--- src/verilog/idp_pkg.sv ---
package idp_pkg;
   // apb register map
   localparam logic [7:0] IDP_OFF_CTRL = 8'h00;
   localparam logic [7:0] IDP_OFF_CMD = 8'h04;
   localparam logic [7:0] IDP_OFF_STAT = 8'h08;
   localparam logic [7:0] IDP_OFF_DATA = 8'h0C;
   localparam logic [7:0] IDP_OFF_MODE = 8'h10;
   localparam logic [7:0] IDP_OFF_STR = 8'h14;
   // ctrl fields
   localparam int IDP_CTRL_MULT_EN = 8;
   localparam int IDP_CTRL_CBL80 = 9;
   localparam int IDP_CTRL_DMA = 10;
   // cmd fields: [15:8] opcode, [7:0] feature value
   localparam logic [7:0] IDP_OP_IDENT = 8'hEC;
   localparam logic [7:0] IDP_OP_IDENT_DMA = 8'hEE;
   localparam logic [7:0] IDP_OP_SETF = 8'hEF;
   localparam logic [7:0] IDP_FEAT_WC_ON = 8'h02;
   localparam logic [7:0] IDP_FEAT_WC_OFF = 8'h82;
   // reset values
   localparam logic [7:0] IDP_RST_MULT = 8'h10;
   localparam logic [7:0] IDP_RST_MDMA = 8'h04;
   localparam logic [4:0] IDP_RST_UDMA = 5'h10;
   // fixed page words
   localparam logic [15:0] IDP_W0 = 16'h0040;
   localparam logic [15:0] IDP_W49 = 16'h0B00;
   localparam logic [15:0] IDP_W51 = 16'h0200;
   localparam logic [15:0] IDP_W53 = 16'h0007;
   localparam logic [7:0] IDP_W63_SUP = 8'h07;
   localparam logic [15:0] IDP_W64 = 16'h0003;
   localparam logic [15:0] IDP_W80 = 16'h001E;
   localparam logic [15:0] IDP_W82 = 16'h346B;
   localparam logic [15:0] IDP_W83 = 16'h0008;
   localparam logic [15:0] IDP_W85_BASE = 16'h0043;
   localparam int IDP_W85_WC = 5;
   localparam logic [15:0] IDP_W86 = 16'h0008;
   localparam logic [4:0] IDP_W88_SUP = 5'h1F;
   localparam int IDP_W93_CBL = 13;
   localparam logic [7:0] IDP_SPACE = 8'h20;
   localparam int IDP_PAGE_WORDS = 256;
endpackage

--- src/verilog/idp_page.sv ---
`timescale 1ns/1ps
// Functional notes
// - word 0: bit 6 set, bits 15 and 7 and all others clear
// - words 10-19 hold 20-character serial number, right-justified
// - words 23-26 hold 8-character firmware revision, left-justified
// - words 27-46 hold 40-character model name, 36 from the store, the last 4 always spaces
// - word 49: IORDY, LBA, DMA supported; bits 13 and 10 clear
// - word 51 upper byte 02h reports PIO mode 2
// - word 53 reads 0007h marking words 54-58, 64-70, 88 valid
// - word 59: bit 8 multiple enable, low byte current count 2/4/8/16
// - word 63: upper byte current multiword DMA, low bits 0-2 set
// - word 64 reads 0003h: PIO modes 3 and 4 supported
// - word 80 bits 1-4 set, others zero
// - word 82 reads 346Bh for supported command sets
// - word 83 sets only bit 3 among bits 4-0
// - word 85: look-ahead, write cache, security, SMART enabled
// - word 86 sets only bit 3
// - word 88: current ultra DMA in bits 12-8, bits 4-0 set
// - word 93 bit 13 shows 80-conductor cable sensed
// - opcode EEh returns the same page as identify, DMA allowed
// - set features 02h/82h turn write cache on/off, shown in word 85
module idp_page (
   input wire logic ref_clk,
   input wire logic rst,
   input wire logic psel,
   input wire logic penable,
   input wire logic pwrite,
   input wire logic [7:0] paddr,
   input wire logic [31:0] pwdata,
   output logic [31:0] prdata,
   output logic pready,
   output logic pslverr
);
   import idp_pkg::*;

   typedef enum {IDP_IDLE, IDP_LOAD, IDP_SEND} idp_state_e;

   typedef struct packed {
      idp_state_e st;
      logic wc_en;
      logic mult_en;
      logic [7:0] mult_cnt;
      logic [7:0] mdma_cur;
      logic [4:0] udma_cur;
      logic cbl80;
      logic dma_req;
      logic dma_mode;
      logic abort;
      logic [15:0] word;
      logic word_vld;
      logic [31:0] rdata;
   } idp_state_s;

   idp_state_s s_q, s_d;

   logic acc, wr, rd;
   logic str_we;
   logic [5:0] str_wa;
   logic [7:0] str_wd;
   logic [4:0] str_ra;
   logic [15:0] str_rd;
   logic ctr_clr, ctr_step, ctr_last;
   logic [7:0] widx;
   logic [7:0] nidx;
   logic [15:0] page_w;
   logic [7:0] cmd_op, cmd_ft;
   logic cnt_ok;

   assign acc = psel && penable;
   assign wr = acc && pwrite;
   assign rd = acc && !pwrite;
   assign pready = 1'b1;
   assign cmd_op = pwdata[15:8];
   assign cmd_ft = pwdata[7:0];

   // string store write: byte index in [13:8], character in [7:0]
   assign str_we = wr && (paddr == IDP_OFF_STR);
   assign str_wa = pwdata[13:8];
   assign str_wd = pwdata[7:0];

   idp_str_mem #(.DEPTH(64)) u_str (
      .ref_clk(ref_clk),
      .wr_en(str_we),
      .wr_addr(str_wa),
      .wr_data(str_wd),
      .rd_addr(str_ra),
      .rd_data(str_rd)
   );

   idp_word_ctr #(.WIDTH(8)) u_ctr (
      .ref_clk(ref_clk),
      .rst(rst),
      .clr(ctr_clr),
      .step(ctr_step),
      .count(widx),
      .last(ctr_last)
   );

   // word index presented to the string store: the next one once a word is taken
   assign ctr_clr = (s_q.st == IDP_IDLE);
   assign ctr_step = (s_q.st == IDP_SEND) && rd && (paddr == IDP_OFF_DATA) && !ctr_last;
   // the string store is addressed one word ahead so its registered data is
   // ready for the single load cycle that follows a data read
   assign nidx = ctr_step ? 8'(widx + 8'd1) : widx;

   // string layout in the store: serial 0-19, firmware 20-27, model 28-63
   always_comb begin
      str_ra = 5'h00;
      if (nidx >= 8'd10 && nidx <= 8'd19) begin
         str_ra = 5'(nidx - 8'd10);
      end else if (nidx >= 8'd23 && nidx <= 8'd26) begin
         str_ra = 5'(nidx - 8'd13);
      end else if (nidx >= 8'd27 && nidx <= 8'd44) begin
         str_ra = 5'(nidx - 8'd13);
      end
   end

   // page content for the current word, whose string data was addressed one cycle earlier
   function automatic logic [15:0] page_word(input logic [7:0] idx, input idp_state_s s,
                                             input logic [15:0] sw);
      logic [15:0] w;
      w = 16'h0000;
      case (idx)
         8'd0: w = IDP_W0;
         8'd49: w = IDP_W49;
         8'd51: w = IDP_W51;
         8'd53: w = IDP_W53;
         8'd59: w = {7'h00, s.mult_en, s.mult_cnt};
         8'd63: w = {s.mdma_cur, IDP_W63_SUP};
         8'd64: w = IDP_W64;
         8'd80: w = IDP_W80;
         8'd82: w = IDP_W82;
         8'd83: w = IDP_W83;
         8'd85: begin
            w = IDP_W85_BASE;
            w[IDP_W85_WC] = s.wc_en;
         end
         8'd86: w = IDP_W86;
         8'd88: w = {3'h0, s.udma_cur, 3'h0, IDP_W88_SUP};
         8'd93: begin
            w[IDP_W93_CBL] = s.cbl80;
         end
         8'd45, 8'd46: w = {IDP_SPACE, IDP_SPACE};
         default: begin
            if ((idx >= 8'd10 && idx <= 8'd19) || (idx >= 8'd23 && idx <= 8'd44)) begin
               w = sw;
            end
         end
      endcase
      return w;
   endfunction

   assign page_w = page_word(widx, s_q, str_rd);

   function automatic logic count_ok(input logic [7:0] c);
      return (c == 8'd2) || (c == 8'd4) || (c == 8'd8) || (c == 8'd16);
   endfunction
   assign cnt_ok = count_ok(pwdata[7:0]);

   always_comb begin
      s_d = s_q;
      case (s_q.st)
         IDP_IDLE: begin
            s_d.word_vld = 1'b0;
         end
         IDP_LOAD: begin
            // one cycle for the string store read to settle
            s_d.st = IDP_SEND;
            s_d.word = page_w;
            s_d.word_vld = 1'b1;
         end
         IDP_SEND: begin
            if (rd && (paddr == IDP_OFF_DATA)) begin
               if (ctr_last) begin
                  s_d.st = IDP_IDLE;
                  s_d.word_vld = 1'b0;
                  s_d.dma_req = 1'b0;
               end else begin
                  s_d.st = IDP_LOAD;
                  s_d.word_vld = 1'b0;
               end
            end
         end
         default: s_d.st = IDP_IDLE;
      endcase
      if (wr && (paddr == IDP_OFF_CMD) && (s_q.st == IDP_IDLE)) begin
         s_d.abort = 1'b0;
         case (cmd_op)
            IDP_OP_IDENT: begin
               s_d.st = IDP_LOAD;
               s_d.dma_req = 1'b0;
            end
            IDP_OP_IDENT_DMA: begin
               s_d.st = IDP_LOAD;
               s_d.dma_req = s_q.dma_mode;
            end
            IDP_OP_SETF: begin
               if (cmd_ft == IDP_FEAT_WC_ON) begin
                  s_d.wc_en = 1'b1;
               end else if (cmd_ft == IDP_FEAT_WC_OFF) begin
                  s_d.wc_en = 1'b0;
               end else begin
                  s_d.abort = 1'b1;
               end
            end
            default: s_d.abort = 1'b1;
         endcase
      end
      if (wr && (paddr == IDP_OFF_CTRL)) begin
         s_d.mult_en = pwdata[IDP_CTRL_MULT_EN];
         s_d.cbl80 = pwdata[IDP_CTRL_CBL80];
         s_d.dma_mode = pwdata[IDP_CTRL_DMA];
         if (cnt_ok) begin
            s_d.mult_cnt = pwdata[7:0];
         end
      end
      if (wr && (paddr == IDP_OFF_MODE)) begin
         if (pwdata[7:0] <= 8'd2) begin
            s_d.mdma_cur = 8'(1) << pwdata[1:0];
         end
         if (pwdata[15:8] <= 8'd4) begin
            s_d.udma_cur = 5'(5'd1 << pwdata[10:8]);
         end
      end
      // read data registered in the access cycle
      s_d.rdata = 32'h0000_0000;
      if (rd) begin
         case (paddr)
            IDP_OFF_CTRL: s_d.rdata = {21'h0, s_q.dma_mode, s_q.cbl80, s_q.mult_en,
                                      s_q.mult_cnt};
            IDP_OFF_STAT: s_d.rdata = {20'h0, s_q.dma_req, s_q.abort, s_q.wc_en,
                                      s_q.word_vld, widx};
            IDP_OFF_DATA: s_d.rdata = {16'h0, s_q.word};
            IDP_OFF_MODE: s_d.rdata = {16'h0, 3'h0, s_q.udma_cur, s_q.mdma_cur};
            default: s_d.rdata = 32'h0000_0000;
         endcase
      end
   end

   always_ff @(posedge ref_clk) begin
      if (rst) begin
         s_q <= '{st: IDP_IDLE, wc_en: 1'b1, mult_en: 1'b0, mult_cnt: IDP_RST_MULT,
                  mdma_cur: IDP_RST_MDMA, udma_cur: IDP_RST_UDMA, cbl80: 1'b0,
                  dma_req: 1'b0, dma_mode: 1'b0, abort: 1'b0, word: 16'h0000,
                  word_vld: 1'b0, rdata: 32'h0000_0000};
      end else begin
         s_q <= s_d;
      end
   end

   // combinational read path keeps a zero-wait apb answer
   always_comb begin
      prdata = 32'h0000_0000;
      if (rd) begin
         prdata = s_d.rdata;
      end
   end

   assign pslverr = acc && !(paddr == IDP_OFF_CTRL || paddr == IDP_OFF_CMD ||
                    paddr == IDP_OFF_STAT || paddr == IDP_OFF_DATA ||
                    paddr == IDP_OFF_MODE || paddr == IDP_OFF_STR);

   a_wc_on: assert property (@(posedge ref_clk) disable iff (rst)
      wr && paddr == IDP_OFF_CMD && s_q.st == IDP_IDLE && cmd_op == IDP_OP_SETF &&
      cmd_ft == IDP_FEAT_WC_ON |=> s_q.wc_en) else $error("write cache not enabled");
   a_wc_off: assert property (@(posedge ref_clk) disable iff (rst)
      wr && paddr == IDP_OFF_CMD && s_q.st == IDP_IDLE && cmd_op == IDP_OP_SETF &&
      cmd_ft == IDP_FEAT_WC_OFF |=> !s_q.wc_en) else $error("write cache not off");
   a_word0_val: assert property (@(posedge ref_clk) disable iff (rst)
      s_q.st == IDP_LOAD && widx == 8'd0 |=> s_q.word == 16'h0040)
      else $error("word 0 wrong");
   a_word49_val: assert property (@(posedge ref_clk) disable iff (rst)
      s_q.st == IDP_LOAD && widx == 8'd49 |=> s_q.word == 16'h0B00)
      else $error("word 49 wrong");
   a_word82_val: assert property (@(posedge ref_clk) disable iff (rst)
      s_q.st == IDP_LOAD && widx == 8'd82 |=> s_q.word == 16'h346B)
      else $error("word 82 wrong");
   a_word85_wc: assert property (@(posedge ref_clk) disable iff (rst)
      s_q.st == IDP_LOAD && widx == 8'd85 |=> s_q.word == {9'h0, 1'b1, s_q.wc_en, 5'h03})
      else $error("word 85 wrong");
   a_word88_sup: assert property (@(posedge ref_clk) disable iff (rst)
      s_q.st == IDP_LOAD && widx == 8'd88 |=> s_q.word[7:0] == 8'h1F && s_q.word[15:13] == 3'h0)
      else $error("word 88 wrong");
   a_word93_cbl: assert property (@(posedge ref_clk) disable iff (rst)
      s_q.st == IDP_LOAD && widx == 8'd93 |=> s_q.word == {2'h0, s_q.cbl80, 13'h0})
      else $error("word 93 wrong");
   a_page_end: assert property (@(posedge ref_clk) disable iff (rst)
      s_q.st == IDP_SEND && ctr_last && rd && paddr == IDP_OFF_DATA |=> s_q.st == IDP_IDLE)
      else $error("page did not end after word 255");
   a_dma_ident: assert property (@(posedge ref_clk) disable iff (rst)
      wr && paddr == IDP_OFF_CMD && s_q.st == IDP_IDLE && cmd_op == IDP_OP_IDENT_DMA
      |=> s_q.st == IDP_LOAD && widx == 8'd0) else $error("dma identify not started");
endmodule

--- src/verilog/idp_str_mem.sv ---
`timescale 1ns/1ps
// string store: 64 bytes of characters, registered read of one word
module idp_str_mem #(
   parameter int DEPTH = 64
) (
   input wire logic ref_clk,
   input wire logic wr_en,
   input wire logic [5:0] wr_addr,
   input wire logic [7:0] wr_data,
   input wire logic [4:0] rd_addr,
   output logic [15:0] rd_data
);
   // the address widths above are fixed to a 64-byte store
   if (DEPTH != 64) begin : g_depth_chk
      $error("idp_str_mem depth must be 64");
   end
   logic [7:0] mem [DEPTH];
   always_ff @(posedge ref_clk) begin
      if (wr_en) begin
         mem[wr_addr] <= wr_data;
      end
      // first character in the upper byte, as ata strings are sent
      rd_data <= {mem[{rd_addr, 1'b0}], mem[{rd_addr, 1'b1}]};
   end
endmodule

--- src/verilog/idp_word_ctr.sv ---
`timescale 1ns/1ps
module idp_word_ctr #(
   parameter int WIDTH = 8
) (
   input wire logic ref_clk,
   input wire logic rst,
   input wire logic clr,
   input wire logic step,
   output logic [WIDTH-1:0] count,
   output logic last
);
   if (WIDTH < 1) begin : g_width_chk
      $error("idp_word_ctr width too small");
   end
   always_ff @(posedge ref_clk) begin
      if (rst || clr) begin
         count <= '0;
      end else if (step) begin
         count <= count + 1'b1;
      end
   end
   assign last = &count;
endmodule

--- config.mk ---
export PLATFORM = sky130hd
export DESIGN_NAME = idp_page
export DESIGN_NICKNAME = d
export VERILOG_FILES = /design/src/verilog/idp_pkg.sv /design/src/verilog/idp_page.sv /design/src/verilog/idp_str_mem.sv /design/src/verilog/idp_word_ctr.sv
export SDC_FILE = /design/constraint.sdc
export NUM_CORES = 1
export LEC_CHECK = 0
export BUFFER_PORTS_ARGS = -buffer_cell sky130_fd_sc_hd__buf_2
export CAP_MARGIN = 10
export CORE_ASPECT_RATIO = 1.5
export CORE_MARGIN = 1.5
export CORE_UTILIZATION = 62
export CTS_CLUSTER_DIAMETER = 30
export DETAILED_ROUTE_END_ITERATION = 12
export MAX_ROUTING_LAYER = met4
export PLACE_DENSITY = 0.8
export SETUP_SLACK_MARGIN = 0.2
export SLEW_MARGIN = 20
export SYNTH_ARGS = -nofsm -noshare
export SYNTH_HDL_FRONTEND = slang
export SYNTH_SLANG_ARGS = --single-unit
--- constraint.sdc ---
create_clock -name ref_clk -period 8.65 [get_ports ref_clk]
set_clock_uncertainty 0.2 [all_clocks]
set_input_delay 2.595 -clock ref_clk [delete_from_list [all_inputs] [get_ports ref_clk]]
set_output_delay 2.595 -clock ref_clk [all_outputs]
set_load 0.02 [all_outputs]
==> results.ini <==
[run_status]
status = finished, final reports clean

[worst_setup_path]
worstSetupPathType = input port to flip-flop
r2r_slack_ns = 2.17
slowest_delay_ns = 0.54
cp.buffers_inverters = 4
required_ns = 8.91
cpMaxStageDelayCell = nor4_2
cp_top_family = simple AND/OR/NAND/NOR gates
critical_path_arrival_ns = 8.10
cp_max_fo = 52
worstPathCellList = buf_2 -> or4_4 -> nor4_2 -> and2_1 -> nand2_1 -> xnor2_1 -> inv_1 -> ha_1 -> nor4_1 -> a21oi_1 -> a2bb2oi_1 -> or3_1 -> and2_4 -> buf_12 -> buf_4 -> nand2_1 -> a32oi_1 -> o22ai_1 -> nor4_1
start_kind = input port
end_kind = flip-flop

[die]
initial_utilization_pct = 62.8
die_h_um = 247
rows = 89
die_x_um = 166
ios = 79
dieArea_mm2 = 0.0411
fp.coreArea_mm2 = 0.0393

[yosys]
synth_seq_cells = 608
syn_inst = 1958
postSynth.asyncResetShare_pct = 0
synth.distinct_cells = 77
synth_flop_cell = edfxtp_1
synth_edf_count = 512
syn_area_mm2 = 0.0247
ys_warn_count = 0
seq_area_frac_synth_pct = 70.0
avgSynthCellArea_um2 = 12.6

[routing]
vias = 17400
wl_um = 67100
vias_per_cell = 6.65
ant_nets = 0
drt-pass1-iter-count = 8
drcViolationCount = 0
wl_per_cell_um = 25.7
drtIter0Drc = 2364

[global_routing]
use_met1_pct = 36.3
overflow = 0
grt_max_degree = 103
grt_use_total_pct = 34.0
grt_use_met3_pct = 6.68
antenna_found_initial = 0
gr-max-usage-layer = met2
grt_pass1_vias = 17200
grtUsageMet2_pct = 57.2
grt_pass1_wl_um = 101000

[layout]
nFillCells = 2482
n_antenna_cell = 0
fin_nets = 2100
area_growth_pct = 14.5
layout_commonest_cell = edfxtp_1
final_cells = 2615
drive_above_1_share_pct = 12.6
most-common-layout-cells = edfxtp_1 (512), nand2_1 (403), a21oi_1 (160)

[clock_tree]
clock-sinks = 608
post-cts-setup-buffer-count = 0
cts_resized = 0
clkTransAtPathRegs_ns = 0.05
insertion_delay_ns = 0.64
hold_buffers = 0
cts_made_buffers = 81
cts-htree-levels = 3
cts_tree = yes
root_buffer = clkbuf_16
clk_path_buf_depth = 3

[worst_hold_path]
worstHoldPathType = flip-flop to flip-flop

[power_and_ir_drop]
finalPower_mw = 6.56
p_leak_nw = 9.70
power_density_mw_per_mm2 = 232
vdd_drop_max_mv = 0.192

[placement]
portBuffers = 45
placed_cells = 2464
gp_congestion = 0.950
place_hpwl_um = 41800

[timing]
finalHoldViolCount = 0
min_period_ns = 7.84
period_share_pct = 90.6
slew_viol_final = 0
clock.fmax_mhz = 128
slew-limit-headroom_pct = 32.1
setup-violations-final = 0
tns_ns = 0
rsz0062_at_grt = false
tightest_slew_ns = 1.01

[flow_run]
maxCapViolCount = 0

kinds of logic (layout without fill, tap and decap cells):
logic type	after synthesis	in the layout	share of synthesized area [%]
fa+ha+maj	8	8	0.405
flops	608	608	70.0
other cells	2	47	0.0304
buf+inv	156	268	3.16
xor+xnor	7	7	0.248
mux	21	21	0.932
compound gates	453	453	12.8
simple gates	703	703	12.4
routing by layer:
| metal | share of wire (%) | vias up |
|---|---|---|
| met3 | 8.5 | 272 |
| li1 | - | 7570 |
| met2 | 51 | 1106 |
| met1 | 33 | 8452 |
| met5 | 0 | - |
| met4 | 7.4 | 0 |
cells in the mapped netlist (3+ instances only):
cell / count / area, um^2
or2_2: 4 / 25.0
a2111oi_0: 3 / 26.3
a21boi_0: 4 / 30.0
a311oi_1: 6 / 52.6
a31oi_1: 4 / 25.0
a32oi_1: 106 / 928
o22ai_1: 45 / 282
buf_1: 8 / 30.0
nor4_1: 27 / 169
xnor2_1: 3 / 26.3
nand2_1: 403 / 1510
buf_4: 28 / 210
nand4_1: 7 / 43.8
xor2_1: 4 / 35.0
a21o_1: 3 / 22.5
dfxtp_1: 96 / 1920
nand2b_1: 4 / 25.0
a21oi_1: 160 / 801
or4_1: 7 / 52.6
mux2_2: 5 / 56.3
o2bb2ai_1: 16 / 140
a22oi_1: 24 / 180
o21ai_1: 3 / 15.0
and3_1: 6 / 37.5
nand3_1: 26 / 130
buf_6: 4 / 45.0
mux2i_1: 14 / 140
a211o_1: 5 / 43.8
ha_1: 8 / 100
nor2_1: 128 / 480
a32o_1: 15 / 150
a221oi_1: 5 / 43.8
inv_1: 15 / 56.3
clkbuf_1: 53 / 199
nor3_1: 28 / 140
o21ai_0: 14 / 70.1
or3_1: 14 / 87.6
edfxtp_1: 512 / 15400
o211ai_1: 5 / 37.5
a211oi_1: 13 / 97.6
and2_1: 14 / 87.6
nor2b_1: 11 / 68.8
nand3b_1: 9 / 67.6
buf_2: 48 / 240
nor3b_1: 3 / 22.5
area by class of cell:
| cell class | count | area, um^2 | area share, % |
|---|---|---|---|
| inverter | 15 | 56.3 | 0.199 |
| clock buffer | 91 | 2120 | 7.49 |
| sequential | 608 | 17300 | 61.2 |
| timing repair buffer | 102 | 753 | 2.66 |
| multi-input combinational | 1239 | 6820 | 24.1 |
| clock inverter | 60 | 606 | 2.14 |
| tap | 500 | 626 | 2.21 |
worst register-to-register path: cells and delay by family (launching register included):
kind	cells	cell delay [ns]
compound gates	4	0.92
fa+ha+maj	2	0.65
buf+inv	2	0.59
flops	1	0.60
mux	1	0.42
simple gates	9	2.94
worst paths after layout:
kind,start,endpoint,cells after the start
max,paddr[4],u_str.rd_data[1],19
min,u_str.rd_data[15],s_q[48],2
max reg2reg,u_ctr.count[1],u_str.rd_data[1],18
min reg2reg,u_str.rd_data[15],s_q[48],2
sequential cells by signal, summed over array words and instances (netlist names):
name and cells:
u_ctr.count 8, u_str.mem 512, s_q 72, u_str.rd_data 16
per-stage QoR:
step	hold WS, ns	util (%)	cell area (um^2)	worst slack, ns
finish	0.273	71.9	28300	0.814
CTS	0.279	71.9	28300	0.938
floorplan	0.227	-	24900	1.33
detailed placement	0.270	65.0	25600	0.469
global placement	0.260	65.0	25500	0.617
global route	0.301	71.9	28300	0.507
power by group:
group / leakage, nW / switching (mW) / internal (mW) / total, mW
sequential: 5.39 / 0.00170 / 3.18 / 3.18
combinational: 3.02 / 0.0780 / 0.0131 / 0.0911
clock: 1.29 / 1.36 / 1.92 / 3.28
total: 9.70 / 1.44 / 5.11 / 6.56
Power figures use the tool's default switching activity.
